<file path="src/common/sptsb_map.vh">
// Constants for the two-wire slave with thermal sensor and lock control
`ifndef SPTSB_MAP_VH
`define SPTSB_MAP_VH
// Device type codes
`define SPTSB_TYPE_MEM      4'ha
`define SPTSB_TYPE_LOCK     4'h6
`define SPTSB_TYPE_TEMP     4'h3
// APB register byte offsets
`define SPTSB_OFF_CONFIG    12'h000
`define SPTSB_OFF_UPPER     12'h004
`define SPTSB_OFF_LOWER     12'h008
`define SPTSB_OFF_CRIT      12'h00c
`define SPTSB_OFF_TEMP      12'h010
`define SPTSB_OFF_STATUS    12'h014
`define SPTSB_OFF_LOCK      12'h018
// Config field positions
`define SPTSB_CFG_ENABLE    0
`define SPTSB_CFG_COMP      1
`define SPTSB_CFG_POL_HIGH  2
`define SPTSB_CFG_CRIT_ONLY 3
`define SPTSB_CFG_CLEAR     5
`define SPTSB_CFG_HYST_LO   6
`define SPTSB_CFG_HYST_HI   7
`define SPTSB_CFG_RESET     8'h00
// Sensor pointer values
`define SPTSB_PTR_CONFIG    8'h01
`define SPTSB_PTR_UPPER     8'h02
`define SPTSB_PTR_LOWER     8'h03
`define SPTSB_PTR_CRIT      8'h04
`define SPTSB_PTR_TEMP      8'h05
// Limits reset values
`define SPTSB_LIM_RESET     16'h0000
// Sample interval: 100 ms at 50 MHz
`define SPTSB_SAMPLE_MS     100
`define SPTSB_CLK_KHZ       50000
`define SPTSB_SAMPLE_CYC    (`SPTSB_SAMPLE_MS * `SPTSB_CLK_KHZ)
// Hysteresis in sixteenths of a degree, four steps
`define SPTSB_HYST_0        16'h0000
`define SPTSB_HYST_1        16'h0018
`define SPTSB_HYST_2        16'h0030
`define SPTSB_HYST_3        16'h0060
`endif

</file>
<file path="src/hdl/sptsb_slave.v">
// Two-wire slave front end with thermal sensor registers and alarm output
// Functional notes
// - Match select bits against three address inputs
// - Unconnected select inputs read as zero
// - Bit0 high-voltage sense gates lock commands
// - Alarm has interrupt, comparator, critical-only modes
// - Latched alarm cleared by writing one
// - Comparator alarm clears when condition leaves
// - Critical comparison always acts as comparator
// - Critical-only holds until below limit minus hysteresis
// - Polarity and interrupt/comparator both configurable
// - Active-high alarm rests at zero
// - Lower memory half lockable, permanent or reversible
// - Temperature refreshed at least eight per second
// - Latest temperature held for reading anytime
// - Upper, lower, critical limits feed comparison
// - Slave only, never holds clock low
// - Type codes 1010 memory, 0110 lock, 0011 sensor
// - Device acknowledges each written byte ninth bit
// - Sensor pointer register selects accessed register
// - Sensor transfers two bytes, high first, MSB first
// - Select byte bit0 one reads, zero writes
// - Memory section releases bus on mismatch
//
// The register offsets and the APB slave port were decided locally.
`include "sptsb_map.vh"
module sptsb_slave #(
  parameter [31:0] SAMPLE_CYC = `SPTSB_SAMPLE_CYC
) (
  input  wire        clk,              // 50 MHz system clock
  input  wire        rst_n,            // Asynchronous reset, active low
  input  wire        scl_in,           // Serial clock level
  input  wire        sda_in,           // Serial data level
  output reg         sda_out,          // Serial data drive value, always low
  output reg         sda_oe,           // High while pulling data low
  output reg         scl_oe,           // Clock drive enable, never set
  input  wire        addr_select_bit0, // Select input 0, low if unconnected
  input  wire        addr_select_bit1, // Select input 1
  input  wire        addr_select_bit2, // Select input 2
  input  wire        high_voltage_level, // High-voltage sense on select input 0
  input  wire [15:0] temp_sample,      // Converter result
  output reg         alarm_out,        // Alarm pin drive value, always low
  output reg         alarm_oe,         // High while pulling alarm low
  output reg         lock_reversible,  // Reversible lower-half lock state
  output reg         lock_permanent,   // Permanent lower-half lock state
  output reg         mem_selected,     // Memory section addressed
  input  wire        psel,             // APB select
  input  wire        penable,          // APB enable
  input  wire        pwrite,           // APB direction
  input  wire [11:0] paddr,            // APB byte address
  input  wire [31:0] pwdata,           // APB write data
  output reg  [31:0] prdata,           // APB read data
  output reg         pready,           // APB ready
  output reg         pslverr           // APB error on unmapped address
);
  localparam [2:0] ST_IDLE = 3'd0;
  localparam [2:0] ST_ADDR = 3'd1;
  localparam [2:0] ST_WR   = 3'd2;
  localparam [2:0] ST_RD   = 3'd3;
  localparam [2:0] ST_ACK  = 3'd4;
  localparam [2:0] ST_MACK = 3'd5;
  localparam [2:0] ST_SKIP = 3'd6;

  reg [2:0]  state;
  reg [2:0]  ret_state;
  reg        scl_d;
  reg        sda_d;
  reg [7:0]  shreg;
  reg [3:0]  bitcnt;
  reg [1:0]  bytecnt;
  reg [3:0]  dtype;
  reg        is_read;
  reg [7:0]  pointer;
  reg [7:0]  alarm_cfg;
  reg [15:0] upper_lim;
  reg [15:0] lower_lim;
  reg [15:0] critical_temp_limit;
  reg [15:0] temp_held;
  reg [15:0] tx_word;
  reg [7:0]  wr_hi;
  reg [31:0] sample_cnt;
  reg        event_latched;
  reg        crit_hold;
  reg        drive_low;
  reg        clear_req;
  reg        next_alarm;
  reg [15:0] hyst;
  wire       scl_rise = scl_in & ~scl_d;
  wire       scl_fall = ~scl_in & scl_d;
  wire       start_c  = scl_in & scl_d & sda_d & ~sda_in;
  wire       stop_c   = scl_in & scl_d & ~sda_d & sda_in;
  wire [2:0] sel_pins = {addr_select_bit2, addr_select_bit1, addr_select_bit0};
  wire       apb_acc  = psel & penable & pready;

  always @* begin
    case (alarm_cfg[`SPTSB_CFG_HYST_HI:`SPTSB_CFG_HYST_LO])
      2'd0: hyst = `SPTSB_HYST_0;
      2'd1: hyst = `SPTSB_HYST_1;
      2'd2: hyst = `SPTSB_HYST_2;
      default: hyst = `SPTSB_HYST_3;
    endcase
  end

  wire above_upper = $signed(temp_held) > $signed(upper_lim);
  wire below_lower = $signed(temp_held) < $signed(lower_lim);
  wire above_crit  = $signed(temp_held) > $signed(critical_temp_limit);
  wire [15:0] crit_release = critical_temp_limit - hyst;
  wire below_rel   = $signed(temp_held) < $signed(crit_release);

  // Register read mux for the sensor pointer
  reg [15:0] ptr_word;
  always @* begin
    case (pointer)
      `SPTSB_PTR_CONFIG: ptr_word = {8'h00, alarm_cfg};
      `SPTSB_PTR_UPPER:  ptr_word = upper_lim;
      `SPTSB_PTR_LOWER:  ptr_word = lower_lim;
      `SPTSB_PTR_CRIT:   ptr_word = critical_temp_limit;
      `SPTSB_PTR_TEMP:   ptr_word = temp_held;
      default:           ptr_word = 16'h0000;
    endcase
  end

  // Address decode of the select byte (bits 7..1 of shreg)
  wire [3:0] rx_type  = shreg[7:4];
  wire       sel_ok   = (shreg[3:1] == sel_pins);
  wire       hv_cmd   = high_voltage_level & (shreg[3] == 1'b0);
  wire       type_ok  = (rx_type == `SPTSB_TYPE_TEMP) | (rx_type == `SPTSB_TYPE_MEM) |
                        (rx_type == `SPTSB_TYPE_LOCK);
  wire       addr_hit = type_ok & (sel_ok | ((rx_type == `SPTSB_TYPE_LOCK) & hv_cmd));

  always @(posedge clk or negedge rst_n) begin
    if (!rst_n) begin
      scl_d <= 1'b1;
      sda_d <= 1'b1;
    end else begin
      scl_d <= scl_in;
      sda_d <= sda_in;
    end
  end

  // Bus protocol engine
  always @(posedge clk or negedge rst_n) begin
    if (!rst_n) begin
      state     <= ST_IDLE;
      ret_state <= ST_IDLE;
      shreg     <= 8'h00;
      bitcnt    <= 4'h0;
      bytecnt   <= 2'd0;
      dtype     <= 4'h0;
      is_read   <= 1'b0;
      pointer   <= 8'h00;
      drive_low <= 1'b0;
      tx_word   <= 16'h0000;
      wr_hi     <= 8'h00;
      lock_reversible <= 1'b0;
      lock_permanent  <= 1'b0;
      mem_selected    <= 1'b0;
      alarm_cfg <= `SPTSB_CFG_RESET;
      upper_lim <= `SPTSB_LIM_RESET;
      lower_lim <= `SPTSB_LIM_RESET;
      critical_temp_limit <= `SPTSB_LIM_RESET;
      clear_req <= 1'b0;
    end else begin
      clear_req <= 1'b0;
      if (start_c) begin
        state     <= ST_ADDR;
        bitcnt    <= 4'h0;
        bytecnt   <= 2'd0;
        drive_low <= 1'b0;
      end else if (stop_c) begin
        state        <= ST_IDLE;
        drive_low    <= 1'b0;
        mem_selected <= 1'b0;
      end else begin
        case (state)
          ST_ADDR, ST_WR: begin
            if (scl_rise) begin
              shreg  <= {shreg[6:0], sda_in};
              bitcnt <= bitcnt + 4'h1;
            end
            if (scl_fall && bitcnt == 4'd8) begin
              bitcnt <= 4'h0;
              if (state == ST_ADDR) begin
                if (addr_hit) begin
                  drive_low <= 1'b1;
                  dtype     <= rx_type;
                  is_read   <= shreg[0];
                  mem_selected <= (rx_type == `SPTSB_TYPE_MEM);
                  tx_word   <= ptr_word;
                  ret_state <= shreg[0] ? ST_RD : ST_WR;
                  state     <= ST_ACK;
                  if (rx_type == `SPTSB_TYPE_LOCK && !shreg[0]) begin
                    if (hv_cmd && !lock_permanent)
                      lock_reversible <= ~shreg[2];
                    else if (!hv_cmd)
                      lock_permanent <= 1'b1;
                  end
                end else begin
                  mem_selected <= 1'b0;
                  state        <= ST_SKIP;
                end
              end else begin
                drive_low <= 1'b1;
                state     <= ST_ACK;
                ret_state <= ST_WR;
                bytecnt   <= bytecnt + 2'd1;
                if (dtype == `SPTSB_TYPE_TEMP) begin
                  if (bytecnt == 2'd0)
                    pointer <= shreg;
                  else if (bytecnt == 2'd1)
                    wr_hi <= shreg;
                  else if (bytecnt == 2'd2) begin
                    case (pointer)
                      `SPTSB_PTR_CONFIG: begin
                        alarm_cfg <= shreg & ~(8'h01 << `SPTSB_CFG_CLEAR);
                        clear_req <= shreg[`SPTSB_CFG_CLEAR];
                      end
                      `SPTSB_PTR_UPPER: upper_lim <= {wr_hi, shreg};
                      `SPTSB_PTR_LOWER: lower_lim <= {wr_hi, shreg};
                      `SPTSB_PTR_CRIT:  critical_temp_limit <= {wr_hi, shreg};
                      default: ;
                    endcase
                  end
                end
              end
            end
          end
          ST_ACK: begin
            if (scl_fall) begin
              drive_low <= 1'b0;
              state     <= ret_state;
              if (ret_state == ST_RD) begin
                drive_low <= ~tx_word[15];
                tx_word   <= {tx_word[14:0], 1'b0};
                bitcnt    <= 4'h1;
              end
            end
          end
          ST_RD: begin
            if (scl_fall) begin
              if (bitcnt == 4'd8) begin
                drive_low <= 1'b0;
                state     <= ST_MACK;
              end else begin
                drive_low <= ~tx_word[15];
                tx_word   <= {tx_word[14:0], 1'b0};
                bitcnt    <= bitcnt + 4'h1;
              end
            end
          end
          ST_MACK: begin
            if (scl_rise)
              state <= sda_in ? ST_SKIP : ST_ACK;
            if (scl_rise)
              ret_state <= ST_RD;
          end
          ST_SKIP: drive_low <= 1'b0;
          default: state <= ST_IDLE;
        endcase
      end
      if (apb_acc && pwrite) begin
        case (paddr)
          `SPTSB_OFF_CONFIG: begin
            alarm_cfg <= pwdata[7:0] & ~(8'h01 << `SPTSB_CFG_CLEAR);
            clear_req <= pwdata[`SPTSB_CFG_CLEAR];
          end
          `SPTSB_OFF_UPPER: upper_lim <= pwdata[15:0];
          `SPTSB_OFF_LOWER: lower_lim <= pwdata[15:0];
          `SPTSB_OFF_CRIT:  critical_temp_limit <= pwdata[15:0];
          default: ;
        endcase
      end
    end
  end

  always @(posedge clk or negedge rst_n) begin
    if (!rst_n) begin
      sample_cnt <= 32'h0000_0000;
      temp_held  <= 16'h0000;
    end else if (sample_cnt >= SAMPLE_CYC - 32'h0000_0001) begin
      sample_cnt <= 32'h0000_0000;
      if (state != ST_RD)
        temp_held <= temp_sample;
    end else begin
      sample_cnt <= sample_cnt + 32'h0000_0001;
    end
  end

  always @* begin
    if (!alarm_cfg[`SPTSB_CFG_ENABLE])
      next_alarm = 1'b0;
    else if (alarm_cfg[`SPTSB_CFG_CRIT_ONLY])
      next_alarm = crit_hold;
    else if (alarm_cfg[`SPTSB_CFG_COMP])
      next_alarm = above_upper | below_lower | above_crit;
    else
      next_alarm = event_latched | above_crit;
  end

  always @(posedge clk or negedge rst_n) begin
    if (!rst_n) begin
      event_latched <= 1'b0;
      crit_hold     <= 1'b0;
      alarm_out     <= 1'b0;
      alarm_oe      <= 1'b0;
      sda_out       <= 1'b0;
      sda_oe        <= 1'b0;
      scl_oe        <= 1'b0;
    end else begin
      // set wins over clear
      // A clear only sticks once the temperature is back in range
      if (alarm_cfg[`SPTSB_CFG_ENABLE] && (above_upper || below_lower))
        event_latched <= 1'b1;
      else if (clear_req)
        event_latched <= 1'b0;
      if (above_crit)
        crit_hold <= 1'b1;
      else if (below_rel)
        crit_hold <= 1'b0;
      // active high rests at zero (pin pulled low by drive)
      alarm_oe  <= alarm_cfg[`SPTSB_CFG_POL_HIGH] ? ~next_alarm : next_alarm;
      alarm_out <= 1'b0;
      sda_out   <= 1'b0;
      sda_oe    <= drive_low;
      scl_oe    <= 1'b0;
    end
  end

  // APB slave, answers in the access cycle
  always @(posedge clk or negedge rst_n) begin
    if (!rst_n) begin
      prdata  <= 32'h0000_0000;
      pready  <= 1'b0;
      pslverr <= 1'b0;
    end else begin
      pready  <= psel & ~penable;
      pslverr <= 1'b0;
      if (psel && !penable) begin
        prdata <= 32'h0000_0000;
        case (paddr)
          `SPTSB_OFF_CONFIG: prdata <= {24'h00_0000, alarm_cfg};
          `SPTSB_OFF_UPPER:  prdata <= {16'h0000, upper_lim};
          `SPTSB_OFF_LOWER:  prdata <= {16'h0000, lower_lim};
          `SPTSB_OFF_CRIT:   prdata <= {16'h0000, critical_temp_limit};
          `SPTSB_OFF_TEMP:   prdata <= {16'h0000, temp_held};
          `SPTSB_OFF_STATUS: prdata <= {29'h0000_0000, crit_hold, event_latched, next_alarm};
          `SPTSB_OFF_LOCK:   prdata <= {30'h0000_0000, lock_permanent, lock_reversible};
          default:           pslverr <= 1'b1;
        endcase
      end
    end
  end
endmodule // sptsb_slave

</file>
<file path="config.mk">
export PLATFORM = sky130hd
export DESIGN_NAME = sptsb_slave
export DESIGN_NICKNAME = d
export VERILOG_FILES = /design/src/hdl/sptsb_slave.v
export VERILOG_INCLUDE_DIRS = /design/src /design/src/common
export SDC_FILE = /design/constraint.sdc
export NUM_CORES = 1
export LEC_CHECK = 0
export ABC_AREA = 1
export BUFFER_PORTS_ARGS = -buffer_cell sky130_fd_sc_hd__buf_2
export CAP_MARGIN = 20
export CORE_ASPECT_RATIO = 0.8
export CORE_MARGIN = 3
export CORE_UTILIZATION = 60
export DETAILED_ROUTE_END_ITERATION = 16
export GPL_ROUTABILITY_DRIVEN = 0
export PLACE_DENSITY_LB_ADDON = 0.1
export SYNTH_ARGS = -nofsm -noshare
export SYNTH_HDL_FRONTEND = slang
export SYNTH_SLANG_ARGS = --single-unit
</file>
<file path="constraint.sdc">
create_clock -name clk -period 4.5 [get_ports clk]
set_input_delay 0.45 -clock clk [delete_from_list [all_inputs] [get_ports clk]]
set_output_delay 0.45 -clock clk [all_outputs]
set_load 0.02 [all_outputs]
</file>
Word-level counts from Yosys, hierarchy flattened
Index checks and enable logic that the tools add are counted.

storage, ports and cells
  output and inout bits = 42
  input bits = 71
  bits in registers = 205
  logic and storage cells = 292

cells by class
  eq/ne operators = 52
  muxes and demuxes = 128
  $lt $le $gt $ge = 5
  bitwise logic cells = 34
  add/sub/neg operators = 4
  reduce and logical (&&, ||, !) cells = 40

operators by type and width
  operator                                               number
  two-way mux 16 bit                                     43
  case mux 16 bit (7 select lines)                       1
  two-way mux 8 bit                                      12
  case mux 16 bit (5 select lines)                       1
  case mux 16 bit (3 select lines)                       1
  two-way mux 1 bit                                      37
  == test 12 x 5 -> 1 bit, second input constant         3
  two-way mux 3 bit                                      12
  adder 32 x 1 -> 32 bit, second input constant          1
  >= comparator 32 x 23 -> 1 bit, second input constant  1
  > comparator 16 bit                                    2
  < comparator 16 bit                                    2
  two-way mux 32 bit                                     1
  two-way mux 4 bit                                      8
  == test 12 x 4 -> 1 bit, second input constant         2
  inequality test 4 bit, second input constant           6
  case mux 7 bit (3 select lines)                        1
  inequality test 2 bit, second input constant           10
  inequality test 3 bit, second input constant           6
  AND reduction 6 bit                                    3
  == test 8 x 2 -> 1 bit, second input constant          2
  == test 8 x 3 -> 1 bit, second input constant          2
  AND reduction 8 bit                                    2
  nonzero test 2 bit                                     8
  40 further kinds                                       96

Longest topological paths before layout
Gate-level depths: netlist of the first run.

  depth after elaboration = 13
  mapped depth = 20
  mapped depth without buffers = 20

Worst setup path before layout of the first run
OpenSTA, ideal clock, no wires.

  path kind = register -> register
  from = register alarm_cfg[6]
  to = register crit_hold
  path buffers = 0
  setup slack = 1.181 ns
  period minus slack after synthesis = 3.319 ns
  stages on the path, launching flop included = 18
  required time = 4.382 ns
  setup time = 0.118 ns
  arrival time = 3.201 ns
  cells stage by stage = dfrtp_1 -> inv_1 -> ha_1 -> fa_1 -> nand2_1 -> a21oi_1 -> nor4_1 -> nand3_1 -> nor3_1 -> nand3_1 -> xor2_1 -> ha_1 -> a21oi_1 -> o21ai_0 -> a21oi_1 -> nand2_1 -> xnor2_1 -> a21o_1

between the ends
  word-level cells in the longest chain between the ends = 5
  elaborated cells between the ends (all ways) = 7
  those cells by class = add/sub (1); order compare (1); eq/ne (2); mux (1); reduce/logical (2)

RTL lines
  element                                line               RTL
  from (decl)                            sptsb_slave.v:74   reg [7:0] alarm_cfg;
  from (signal assigned)                 sptsb_slave.v:158  alarm_cfg <= `SPTSB_CFG_RESET;
  from (signal assigned)                 sptsb_slave.v:215  alarm_cfg <= shreg & ~(8'h01 << `SPTSB_CFG_CLEAR);
  from (signal assigned)                 sptsb_slave.v:264  alarm_cfg <= pwdata[7:0] & ~(8'h01 << `SPTSB_CFG_CLEAR);
  == test 2 bit (tied with other cells)  sptsb_slave.v:96   case (alarm_cfg[`SPTSB_CFG_HYST_HI:`SPTSB_CFG_HYST_LO])
  case mux 7 bit (3 select lines) *      sptsb_slave.v:96
  subtractor 16 bit *                    sptsb_slave.v:107  wire [15:0] crit_release = critical_temp_limit - hyst;
  < comparator 16 bit *                  sptsb_slave.v:108  wire below_rel = $signed(temp_held) < $signed(crit_release);
  nonzero test 2 bit (no source line) *  --
  to (signal assigned)                   sptsb_slave.v:303  crit_hold <= 1'b0;
  to (signal assigned)                   sptsb_slave.v:317  crit_hold <= 1'b1;
  to (signal assigned)                   sptsb_slave.v:319  crit_hold <= 1'b0;
  to (decl)                              sptsb_slave.v:83   reg crit_hold;

Every way passes the cells marked *; elsewhere a longest branch is shown, timed or not.
A chain may end at the register's enable or synchronous reset.

Worst setup path after layout of the first run
  from = register alarm_cfg[7]
  to = register crit_hold

The elaborated chain is that of the path after synthesis.

==> summary.md, run 1 <==
| Metric | Value |
|---|---|
| CTS max path bufs | 2 |
| Die X | 161 um |
| # clock sinks | 188 |
| Initial Util | a little over 60% |
| Vias in the first global route | ~9.6k |
| Die area | 20900 um^2 |
| Critical Path End Type | flip-flop |
| Worst Path Max Fanout | 4 |
| Part of the cycle the worst path needs | between 80% and 90% |
| Switching Share | about 38% |
| CP peak stage delay | 0.42 ns |
| Worst hold path class | in -> async |
| Worst Clk Skew | 0.0129 ns |
| H-tree levels | 4 |
| Total congestion overflow | 0 |
| Yosys cell types | 58 |
| Mean Syn Cell Area | 7.91 um^2 |
| Synth Register Bits | 188 |
| Max-slew violation total from the final report | 0 |
| Top-area cell type share of the netlist area | 40.5% |
| Yosys Warn Count | 0 |
| Count of cells resized by post-cts repair | 0 |
| Wire per inst | around 18 um |
| Highest Clock Rate | 0.262 GHz |
| Share of layout cells above drive strength 1 | between 10% and 20% |
| Crit-path slowest cell | dfrtp_1 |
| I/O pins | 113 |
| Synth Cell Area | around 12000 um^2 |
| Most frequent cells in the layout | nand2_1, dfrtp_1, inv_1, nor2_1, o21ai_0 |
| Via density | 5.86 |
| First-pass GRT wire length | 50.9 mm |
| DP HPWL | 23.0 mm |
| Seq/Total Area, Yosys | 40.9% |
| CTS buffer count | 17 |
| ANT nets after route | 0 |
| Drt first pass iters | 7 |
| Total wire length | 31.8 mm |
| Logic pwr share | a little over a quarter |
| Crit path required time | 4.83 ns |
| Core area | 18500 um^2 |
| DRC | 0 |
| Period minus WS final | ~3.8 ns |
| Setup CP Type | reg -> reg |
| Worst path bufs/invs | 2 |
| Commonest non-fill, non-tap cell in the layout | nand2_1 |
| Crit path cell chain | inv_1, ha_1, ha_1, inv_1, fa_1, nand2_1, a21oi_1, nor4_1, nand3_1, nor3_1, nand3_1, xor2_1, ha_1, a21oi_1, o21ai_0, a21oi_1, nand2_1, xnor2_1, a21o_1 |
| Largest cells by area after synthesis | dfrtp_1, nand2_1, ha_1 |
| Status | finished, final reports clean |
| Max-cap violations | 0 |
| Sequential share of power | 42.6% |
| Final #Nets | 1666 |
| Clock Latency Late Sink | 0.45 ns |
| R2r startpoint | alarm_cfg[7] |
| Worst Tran Pin Value | approximately 1.1 ns |
| Lkg Pwr | ~0.0064 uW |
| Vias after detailed routing | approximately 10k |
| R2R Setup Slk | 0.69 ns |
| Int Pwr | 2970 uW |
| Sw power | 1790 uW |
| Number of DRC markers in iteration 0 | about 1.1k |
| Pwr per Cell Area | 377 nW/um^2 |
| Setup bufs post-CTS | 0 |
| Final core utilization | roughly two thirds |
| Clock share of power | a little under a third |
| GRT Resource Usage Total | 31.0% |
| # diodes | 0 |
| Area leader, netlist | dfrtp_1 |
| CTS tree | done |
| Cells on worst reg2reg path | 19 |
| CP delay by family, top | simple AND/OR/NAND/NOR gates |
| Worst EP arrival | 4.14 ns |
| Hold-fix buffers at CTS | 0 |
| Max_slew headroom | 27.4% |
| Post-Synthesis Cells | ~1.5k |
| Largest net degree at the start of global routing | 97 |
| Unrepaired setup endpoints after global routing | false |
| PortBufs | 77 |
| Area added between synthesis and finish | 9.75% |
| Startpoint types | flip-flop |
| Initial antenna violation count | 0 |
| Setup violations, final | 0 |
| Hold Violations, Final | 0 |
| Worst IR Drop VDD | 0.276 mV |
| Root Buffer | clkbuf_16 |
| R2r endpoint | crit_hold |
| Die H | approximately 130 um |
| Rows | 44 |
| Clk slew on worst S/H paths | 0.08 ns |
| Final TNS setup | 0 ns |
[flip-flops by register name, indices dropped and copies added (netlist names), 2 cells and up]
signal               cells
lower_lim               16
dtype                    4
upper_lim               16
sample_cnt              32
critical_temp_limit     16
tx_word                 16
ret_state                2
pointer                  8
wr_hi                    8
bytecnt                  2
alarm_cfg                8
bitcnt                   4
shreg                    8
prdata                  16
state                    3
temp_held               16
[power groups by stage]
stage | combinational, uW | sequential, uW | clock [uW]
floorplan | 992 | 1990 | 0
global placement | 1200 | 2050 | 0
detailed placement | 1230 | 2050 | 0
CTS | 1240 | 2020 | 1480
global route | 1410 | 2040 | 1550
finish | 1260 | 2030 | 1480
[worst max-delay path by stage]
stage	from	endpoint	slack (ns)	depth (start not counted)
floorplan	alarm_cfg[6]	crit_hold	1.18	17
global placement	alarm_cfg[6]	crit_hold	0.80	17
detailed placement	alarm_cfg[7]	crit_hold	0.76	19
CTS	alarm_cfg[7]	crit_hold	0.73	19
global route	alarm_cfg[7]	crit_hold	0.16	19
finish	alarm_cfg[7]	crit_hold	0.69	19
[synthesized netlist by cell type, drive strengths merged]
cell type  instances
o21ai            159
a22o               1
xnor2              5
o41ai              2
nor4              13
mux2i              4
o21a               4
o211ai            20
nand3             50
or2                4
a21oi            100
o221ai             5
nor3b              4
a31oi              2
dfrtp            186
dfstp              2
o21bai             2
and3               2
o31ai              4
nand4             17
a21o               2
nor3              19
buf               36
o22ai             60
clkinv             2
ha                73
or3                1
a221oi             1
fa                 1
o32ai              6
clkbuf            29
inv              196
nand2            274
nor2             144
a22oi              1
conb               1
xor2              20
a211oi             2
[per-stage QoR]
stage / cell area (um^2) / hold slack (ns) / setup slack, ns / total power [uW] / cells
3_3_place_gp: 12100 / 0.359 / 0.796 / 3250 / 1755
2_1_floorplan: 11600 / 0.154 / 1.18 / 2980 / 1481
6_report: 12600 / 0.0958 / 0.690 / 4760 / 1787
4_1_cts: 12600 / 0.121 / 0.725 / 4750 / 1787
3_5_place_dp: 12100 / 0.368 / 0.757 / 3280 / 1755
5_1_grt: 12600 / 0.130 / 0.155 / 5000 / 1787
[worst register-to-register path: cells and delay by family, from the launching register on]
kind | cells | cell delay [ns]
compound gates | 5 | 0.58
simple gates | 6 | 1.13
xor+xnor | 2 | 0.32
flops | 1 | 0.42
buf+inv | 2 | 0.17
fa+ha+maj | 4 | 1.06
[kinds of logic after synthesis]
family          share of synthesized area (%)
simple gates                             20.4
compound gates                           18.7
buf+inv                                  9.67
flops                                    40.9
fa+ha+maj                                8.11
xor+xnor                                 1.90
mux                                     0.348
other cells                            0.0326
[cell type report]
| class | count | area [um^2] |
|---|---|---|
| multi-input combinational | 1030 | 5800 |
| tap | 253 | 317 |
| fill | 1589 | 5870 |
| sequential | 188 | 4710 |
| clock buffer | 17 | 425 |
| inverter | 198 | 751 |
| timing repair buffer | 86 | 474 |
| clock inverter | 15 | 148 |
[metal layers]
| metal | up-vias | GRT usage (%) | share of wire (%) | wire length, um |
|---|---|---|---|---|
| li1 | 4964 | - | - | - |
| met1 | 4826 | 45.8 | 45 | 14300 |
| met2 | 600 | 45.1 | 41 | 13000 |
| met3 | 77 | 8.25 | 12 | 3850 |
| met4 | 2 | 8.90 | 2.1 | 655 |
| met5 | - | 0.909 | 0.10 | 32 |
(Power assumes the default switching activity.)
==> run 2, diff against run 1 <==
Settings changed: CORE_UTILIZATION 60 to 54.
Clock period 4.5 ns to 3.3 ns, I/O delays scaled along.
==> summary.md, run 2 (synthesis results as in run 1) <==
| Metric | Value |
|---|---|
| Setup CP Type | reg -> reg |
| Cells on worst reg2reg path | 20 (+1) |
| DRC | 0 (unchanged) |
| Initial antenna violation count | 0 (unchanged) |
| Max_slew headroom | 40.2% (+13 points) |
| Crit path required time | 3.64 ns (-1.19 ns) |
| Via density | 5.73 (-2.2%) |
| Die area | 23100 um^2 (+11%) |
| Vias in the first global route | 9779 (+2.1%) |
| Max-cap violations | 0 (unchanged) |
| Area added between synthesis and finish | 15.4% |
| Final worst setup slack | -0.0229 ns (-0.713 ns) |
| Root Buffer | clkbuf_16 |
| H-tree levels | 4 (unchanged) |
| DP HPWL | 23.8 mm (+3.6%) |
| PortBufs | 77 (unchanged) |
| Core area | 20800 um^2 (+13%) |
| Setup violations, final | 1 (+1) |
| CTS tree | done |
| CTS buffer count | 17 (unchanged) |
| Worst hold path class | in -> reg |
| Rows | 47 (+6.8%) |
| DP Worst Slack | -0.301 ns (-1.06 ns) |
| Period minus WS final | 3.32 ns (-0.487 ns) |
| # clock sinks | 188 (unchanged) |
| Worst Path Max Fanout | 3 (-1) |
| Worst Tran Pin Value | 0.895 ns (-0.191 ns) |
| Most frequent cells in the layout | nand2_1, dfrtp_1, inv_1, nor2_1, o21ai_0 |
| WHS Path Cells | 3 |
| Hold Violations, Final | 0 (unchanged) |
| Drt first pass iters | 6 (-1) |
| Max-slew violation total from the final report | 0 (unchanged) |
| Number of DRC markers in iteration 0 | 1125 (+4.2%) |
| Max reg flops | 32 (unchanged) |
| Largest reg by FF count | sample_cnt |
| Die H | 137 um (+5.2%) |
| Clk slew on worst S/H paths | 0.08 ns (about the same) |
| Startpoint types | flip-flop |
| Final TNS setup | -0.0229 ns (-0.0229 ns) |
| Critical Path End Type | flip-flop |
| Initial Util | 55.3% (-6.9 points) |
| Wire per inst | 18.2 um (+2.3%) |
| Worst IR Drop VDD | 0.329 mV (+20%) |
| GRT Resource Usage Total | 29.6% (-1.4 points) |
| ANT nets after route | 0 (unchanged) |
| Lkg Pwr | 0.00675 uW (+5.3%) |
| Final instance area | 13300 um^2 (+5.1%) |
| Final #Nets | 1716 (+3.0%) |
| Pwr per Cell Area | 496 nW/um^2 (+31%) |
| Total wire length | 33.8 mm (+6.0%) |
| Status | finished, violations left |
| CTS max path bufs | 2 (unchanged) |
| Commonest non-fill, non-tap cell in the layout | nand2_1 |
| First-pass GRT wire length | 53.3 mm (+4.7%) |
| Largest net degree at the start of global routing | 87 (-10%) |
| Part of the cycle the worst path needs | 101% (+16 points) |
| Worst Clk Skew | 0.0155 ns (+0.00259 ns) |
| Dpl cell area | 12300 um^2 (+1.8%) |
| Total congestion overflow | 0 (unchanged) |
| Vias after detailed routing | 10.6k (+1.4%) |
| Failing checks | negative setup slack |
| Highest Clock Rate | 0.301 GHz (+15%) |
| Clock Latency Late Sink | 0.45 ns (about the same) |
| Unrepaired setup endpoints after global routing | true |
| Share of layout cells above drive strength 1 | 16.9% (+4.3 points) |
| Worst EP arrival | 3.66 ns (-0.48 ns) |
| Total power draw | 6580 uW (+38%) |
| # diodes | 0 (unchanged) |
| Die X | 169 um (+5.2%) |
| I/O pins | 113 (unchanged) |
-- run 2: critical path, cell delays in order, from the launching register on --
cell and delay [ns]:
dfrtp_2 0.44, buf_6 0.13, ha_4 0.16, nor2_4 0.11, ha_4 0.22, buf_6 0.13, a21oi_4 0.12, nand2_1 0.09
nand2_2 0.11, nand2_4 0.07, nor3_4 0.20, nand3_2 0.13, nor3_4 0.22, xor2_1 0.19, ha_1 0.27, nand2_2 0.07
o21ai_1 0.07, a21oi_1 0.12, nand2_1 0.08, xnor2_1 0.12, a21o_1 0.16
-- run 2: what timing repair did --
action                                  CTS  global route
gates resized for setup                  20            25
setup buffers                            26             3
pin swaps                                12            19
endpoints found under the hold margin    85             0
hold buffers                              3             0
endpoints found under the setup margin    1             3
-- run 2: cell type report --
class	count	area (um^2)
sequential	188	4710
multi-input combinational	1030	6000
inverter	198	753
timing repair buffer	136	897
tap	269	337
fill	1829	7550
clock inverter	15	153
clock buffer	17	425
-- run 2: power breakdown --
| group | total, uW | switching (uW) | internal [uW] |
|---|---|---|---|
| logic | 1750 | 1180 | 562 |
| clock network | 2060 | 1050 | 1010 |
| registers | 2770 | 268 | 2500 |
| total | 6580 | 2500 | 4080 |
-- run 2: worst paths after layout --
path | start | end | slack [ns]
max in group asynchronous | rst_n | critical_temp_limit[0] | 1.85
hold reg to reg | drive_low | sda_oe | 0.40
setup reg to reg | alarm_cfg[7] | crit_hold | -0.02
min in group asynchronous | rst_n | sample_cnt[11] | 0.49
hold / removal | temp_sample[11] | temp_held[11] | 0.13
setup / recovery | alarm_cfg[7] | crit_hold | -0.02
-- run 2: routing by layer --
metal,wire [um],up-vias,global-route usage [%]
li1,-,5083,-
met1,15500,4966,44.7
met2,14300,512,42.9
met3,3520,51,7.13
met4,496,0,7.67
met5,0,-,0
-- run 2: metrics by stage --
stage / hold WS, ns / util [%] / cells
2_1_floorplan: 0.0344 / - / 1481
3_3_place_gp: 0.382 / 59.0 / 1793
3_5_place_dp: 0.393 / 59.0 / 1793
4_1_cts: 0.123 / 63.2 / 1853
5_1_grt: 0.140 / 63.7 / 1853
6_report: 0.129 / 63.7 / 1853
==> run 3, diff against run 2 <==
Settings changed: GPL_TIMING_DRIVEN from default to 0.
==> summary.md, run 3 (synthesis results as in run 1) <==
| Metric | Value |
|---|---|
| Startpoint types | flip-flop |
| First-pass GRT wire length | 56.2 mm (+5.6%) |
| CP peak stage delay | 0.45 ns (about the same) |
| Crit-path slowest cell | dfrtp_2 |
| Die H | 137 um (unchanged) |
| CTS max path bufs | 2 (unchanged) |
| Final core utilization | 64.4% (+0.65 points) |
| Largest net degree at the start of global routing | 106 (+22%) |
| Crit path cell chain | inv_2, ha_4, ha_4, inv_2, fa_2, nand2_2, a21oi_4, nor4_4, nand3_2, nor3_4, nand3_2, xor2_1, ha_1, a21oi_1, o21ai_1, a21oi_1, nand2_1, xnor2_1, a21o_1 |
| R2R Setup Slk | -0.002 ns (+0.02 ns) |
| I/O pins | 113 (unchanged) |
| CP delay by family, top | adder cells |
| Total wire length | 36.8 mm (+9.0%) |
| Final worst setup slack | -0.00198 ns (+0.0209 ns) |
| Critical Path End Type | flip-flop |
| ANT nets after route | 0 (unchanged) |
| Hold Violations, Final | 0 (unchanged) |
| # clock sinks | 188 (unchanged) |
| Die area | 23100 um^2 (unchanged) |
| Unrepaired setup endpoints after global routing | true |
| Core area | 20800 um^2 (unchanged) |
| Final TNS setup | -0.00198 ns (+0.0209 ns) |
| CTS buffer count | 17 (unchanged) |
| Max_slew headroom | 34.5% (-5.7 points) |
| Highest Clock Rate | 0.303 GHz (+0.63%) |
| Status | finished, violations left |
| Area added between synthesis and finish | 16.5% |
| CTS tree | done |
| Commonest non-fill, non-tap cell in the layout | nand2_1 |
| Vias in the first global route | 10.2k (+4.3%) |
| Part of the cycle the worst path needs | 100% (-0.63 points) |
| Worst Tran Pin Value | 0.982 ns (+0.0877 ns) |
| Largest reg by FF count | sample_cnt |
| Number of DRC markers in iteration 0 | 1129 (+0.36%) |
| Crit path required time | 3.64 ns (about the same) |
| DP Worst Slack | -0.404 ns (-0.104 ns) |
| DRC | 0 (unchanged) |
| PortBufs | 77 (unchanged) |
| Share of layout cells above drive strength 1 | 17.4% (+0.49 points) |
| H-tree levels | 4 (unchanged) |
| Clock Latency Late Sink | 0.45 ns (about the same) |
| DP HPWL | 26.5 mm (+12%) |
| Max reg flops | 32 (unchanged) |
| Pwr per Cell Area | 501 nW/um^2 (+1.2%) |
| Total power draw | 6720 uW (+2.2%) |
| Drt first pass iters | 6 (unchanged) |
| Worst hold path class | in -> reg |
| Total congestion overflow | 0 (unchanged) |
| Worst setup path endpoint | crit_hold |
| Initial Util | 55.3% (unchanged) |
| Dpl cell area | 12400 um^2 (+0.78%) |
| Worst setup path start | alarm_cfg[7] |
| Setup CP Type | reg -> reg |
| Root Buffer | clkbuf_16 |
| Lkg Pwr | 0.00680 uW (+0.84%) |
| Via density | 5.84 (+2.0%) |
| Cells on worst reg2reg path | 19 (-5.0%) |
| R2r startpoint | alarm_cfg[7] |
| Rows | 47 (unchanged) |
| Worst Clk Skew | 0.0153 ns (-0.000245 ns) |
| Die X | 169 um (unchanged) |
| # diodes | 0 (unchanged) |
| Initial antenna violation count | 0 (unchanged) |
| Worst path bufs/invs | 2 (unchanged) |
| WP depth | 19 (-5.0%) |
| Final instance area | 13400 um^2 (+1.0%) |
| Max-cap violations | 0 (unchanged) |
| R2r endpoint | crit_hold |
| Wire per inst | 19.4 um (+6.6%) |
| Max-slew violation total from the final report | 0 (unchanged) |
| GRT Resource Usage Total | 31.8% (+2.2 points) |
| Final #Nets | 1758 (+2.4%) |
| Vias after detailed routing | 11.1k (+4.3%) |
| Period minus WS final | 3.30 ns (-0.0209 ns) |
| Worst EP arrival | 3.64 ns (-0.02 ns) |
| Setup violations, final | 1 (unchanged) |
| Worst IR Drop VDD | 0.361 mV (+9.6%) |
| Failing checks | negative setup slack |
| Most frequent cells in the layout | nand2_1, dfrtp_1, inv_1, nor2_1, o21ai_0 |
| Clk slew on worst S/H paths | 0.07 ns (about the same) |
| Worst Path Max Fanout | 4 (+1) |
run 3: worst min-delay path, delay by kind of cell:
family	cells	cell delay [ns]
simple gates	1	0.03
buf+inv	1	0.07
compound gates	1	0.09
run 3: routing by layer:
layer  vias up  part of all wire [%]  track usage (%)
met5         -                     0                0
met4         0                   2.4             9.22
met3        92                    13             10.3
met2       627                    42             46.6
met1      5202                    42             45.3
li1       5152                     -                -
run 3: per-stage QoR:
step	instances	hold WS [ns]
2_1_floorplan	1481	0.0344
3_3_place_gp	1827	0.373
3_5_place_dp	1828	0.376
4_1_cts	1891	0.122
5_1_grt	1895	0.128
6_report	1895	0.127
run 3: cell type report:
class	count	area, um^2
tap	269	337
multi-input combinational	1030	5980
inverter	198	751
clock inverter	13	120
buffer	65	362
fill	1857	7410
clock buffer	19	453
timing repair buffer	113	694
sequential	188	4710
run 3: timing repair:
| action | in CTS | in global routing |
|---|---|---|
| buffers inserted | 28 | 6 |
| gates resized for setup | 21 | 20 |
| hold endpoints to repair | 83 | 0 |
| endpoints found under the setup margin | 1 | 3 |
| pin swaps | 12 | 16 |
| hold buffers | 3 | 0 |
run 3: where the power goes:
part	internal [uW]	total (uW)	switching [uW]
clock network	1040	2050	1010
registers	2500	2750	246
logic	652	1920	1270
run 3: worst min-delay path by stage:
stage	cells after the start	slack, ns	end	from
after global routing	3	0.13	temp_held[2]	temp_sample[2]
after CTS	3	0.12	temp_held[7]	temp_sample[7]
after floorplan	0	0.03	alarm_cfg[0]	rst_n
after detailed placement	1	0.38	sample_cnt[11]	rst_n
after global placement	0	0.37	sda_oe	drive_low
final	3	0.13	temp_held[2]	temp_sample[2]
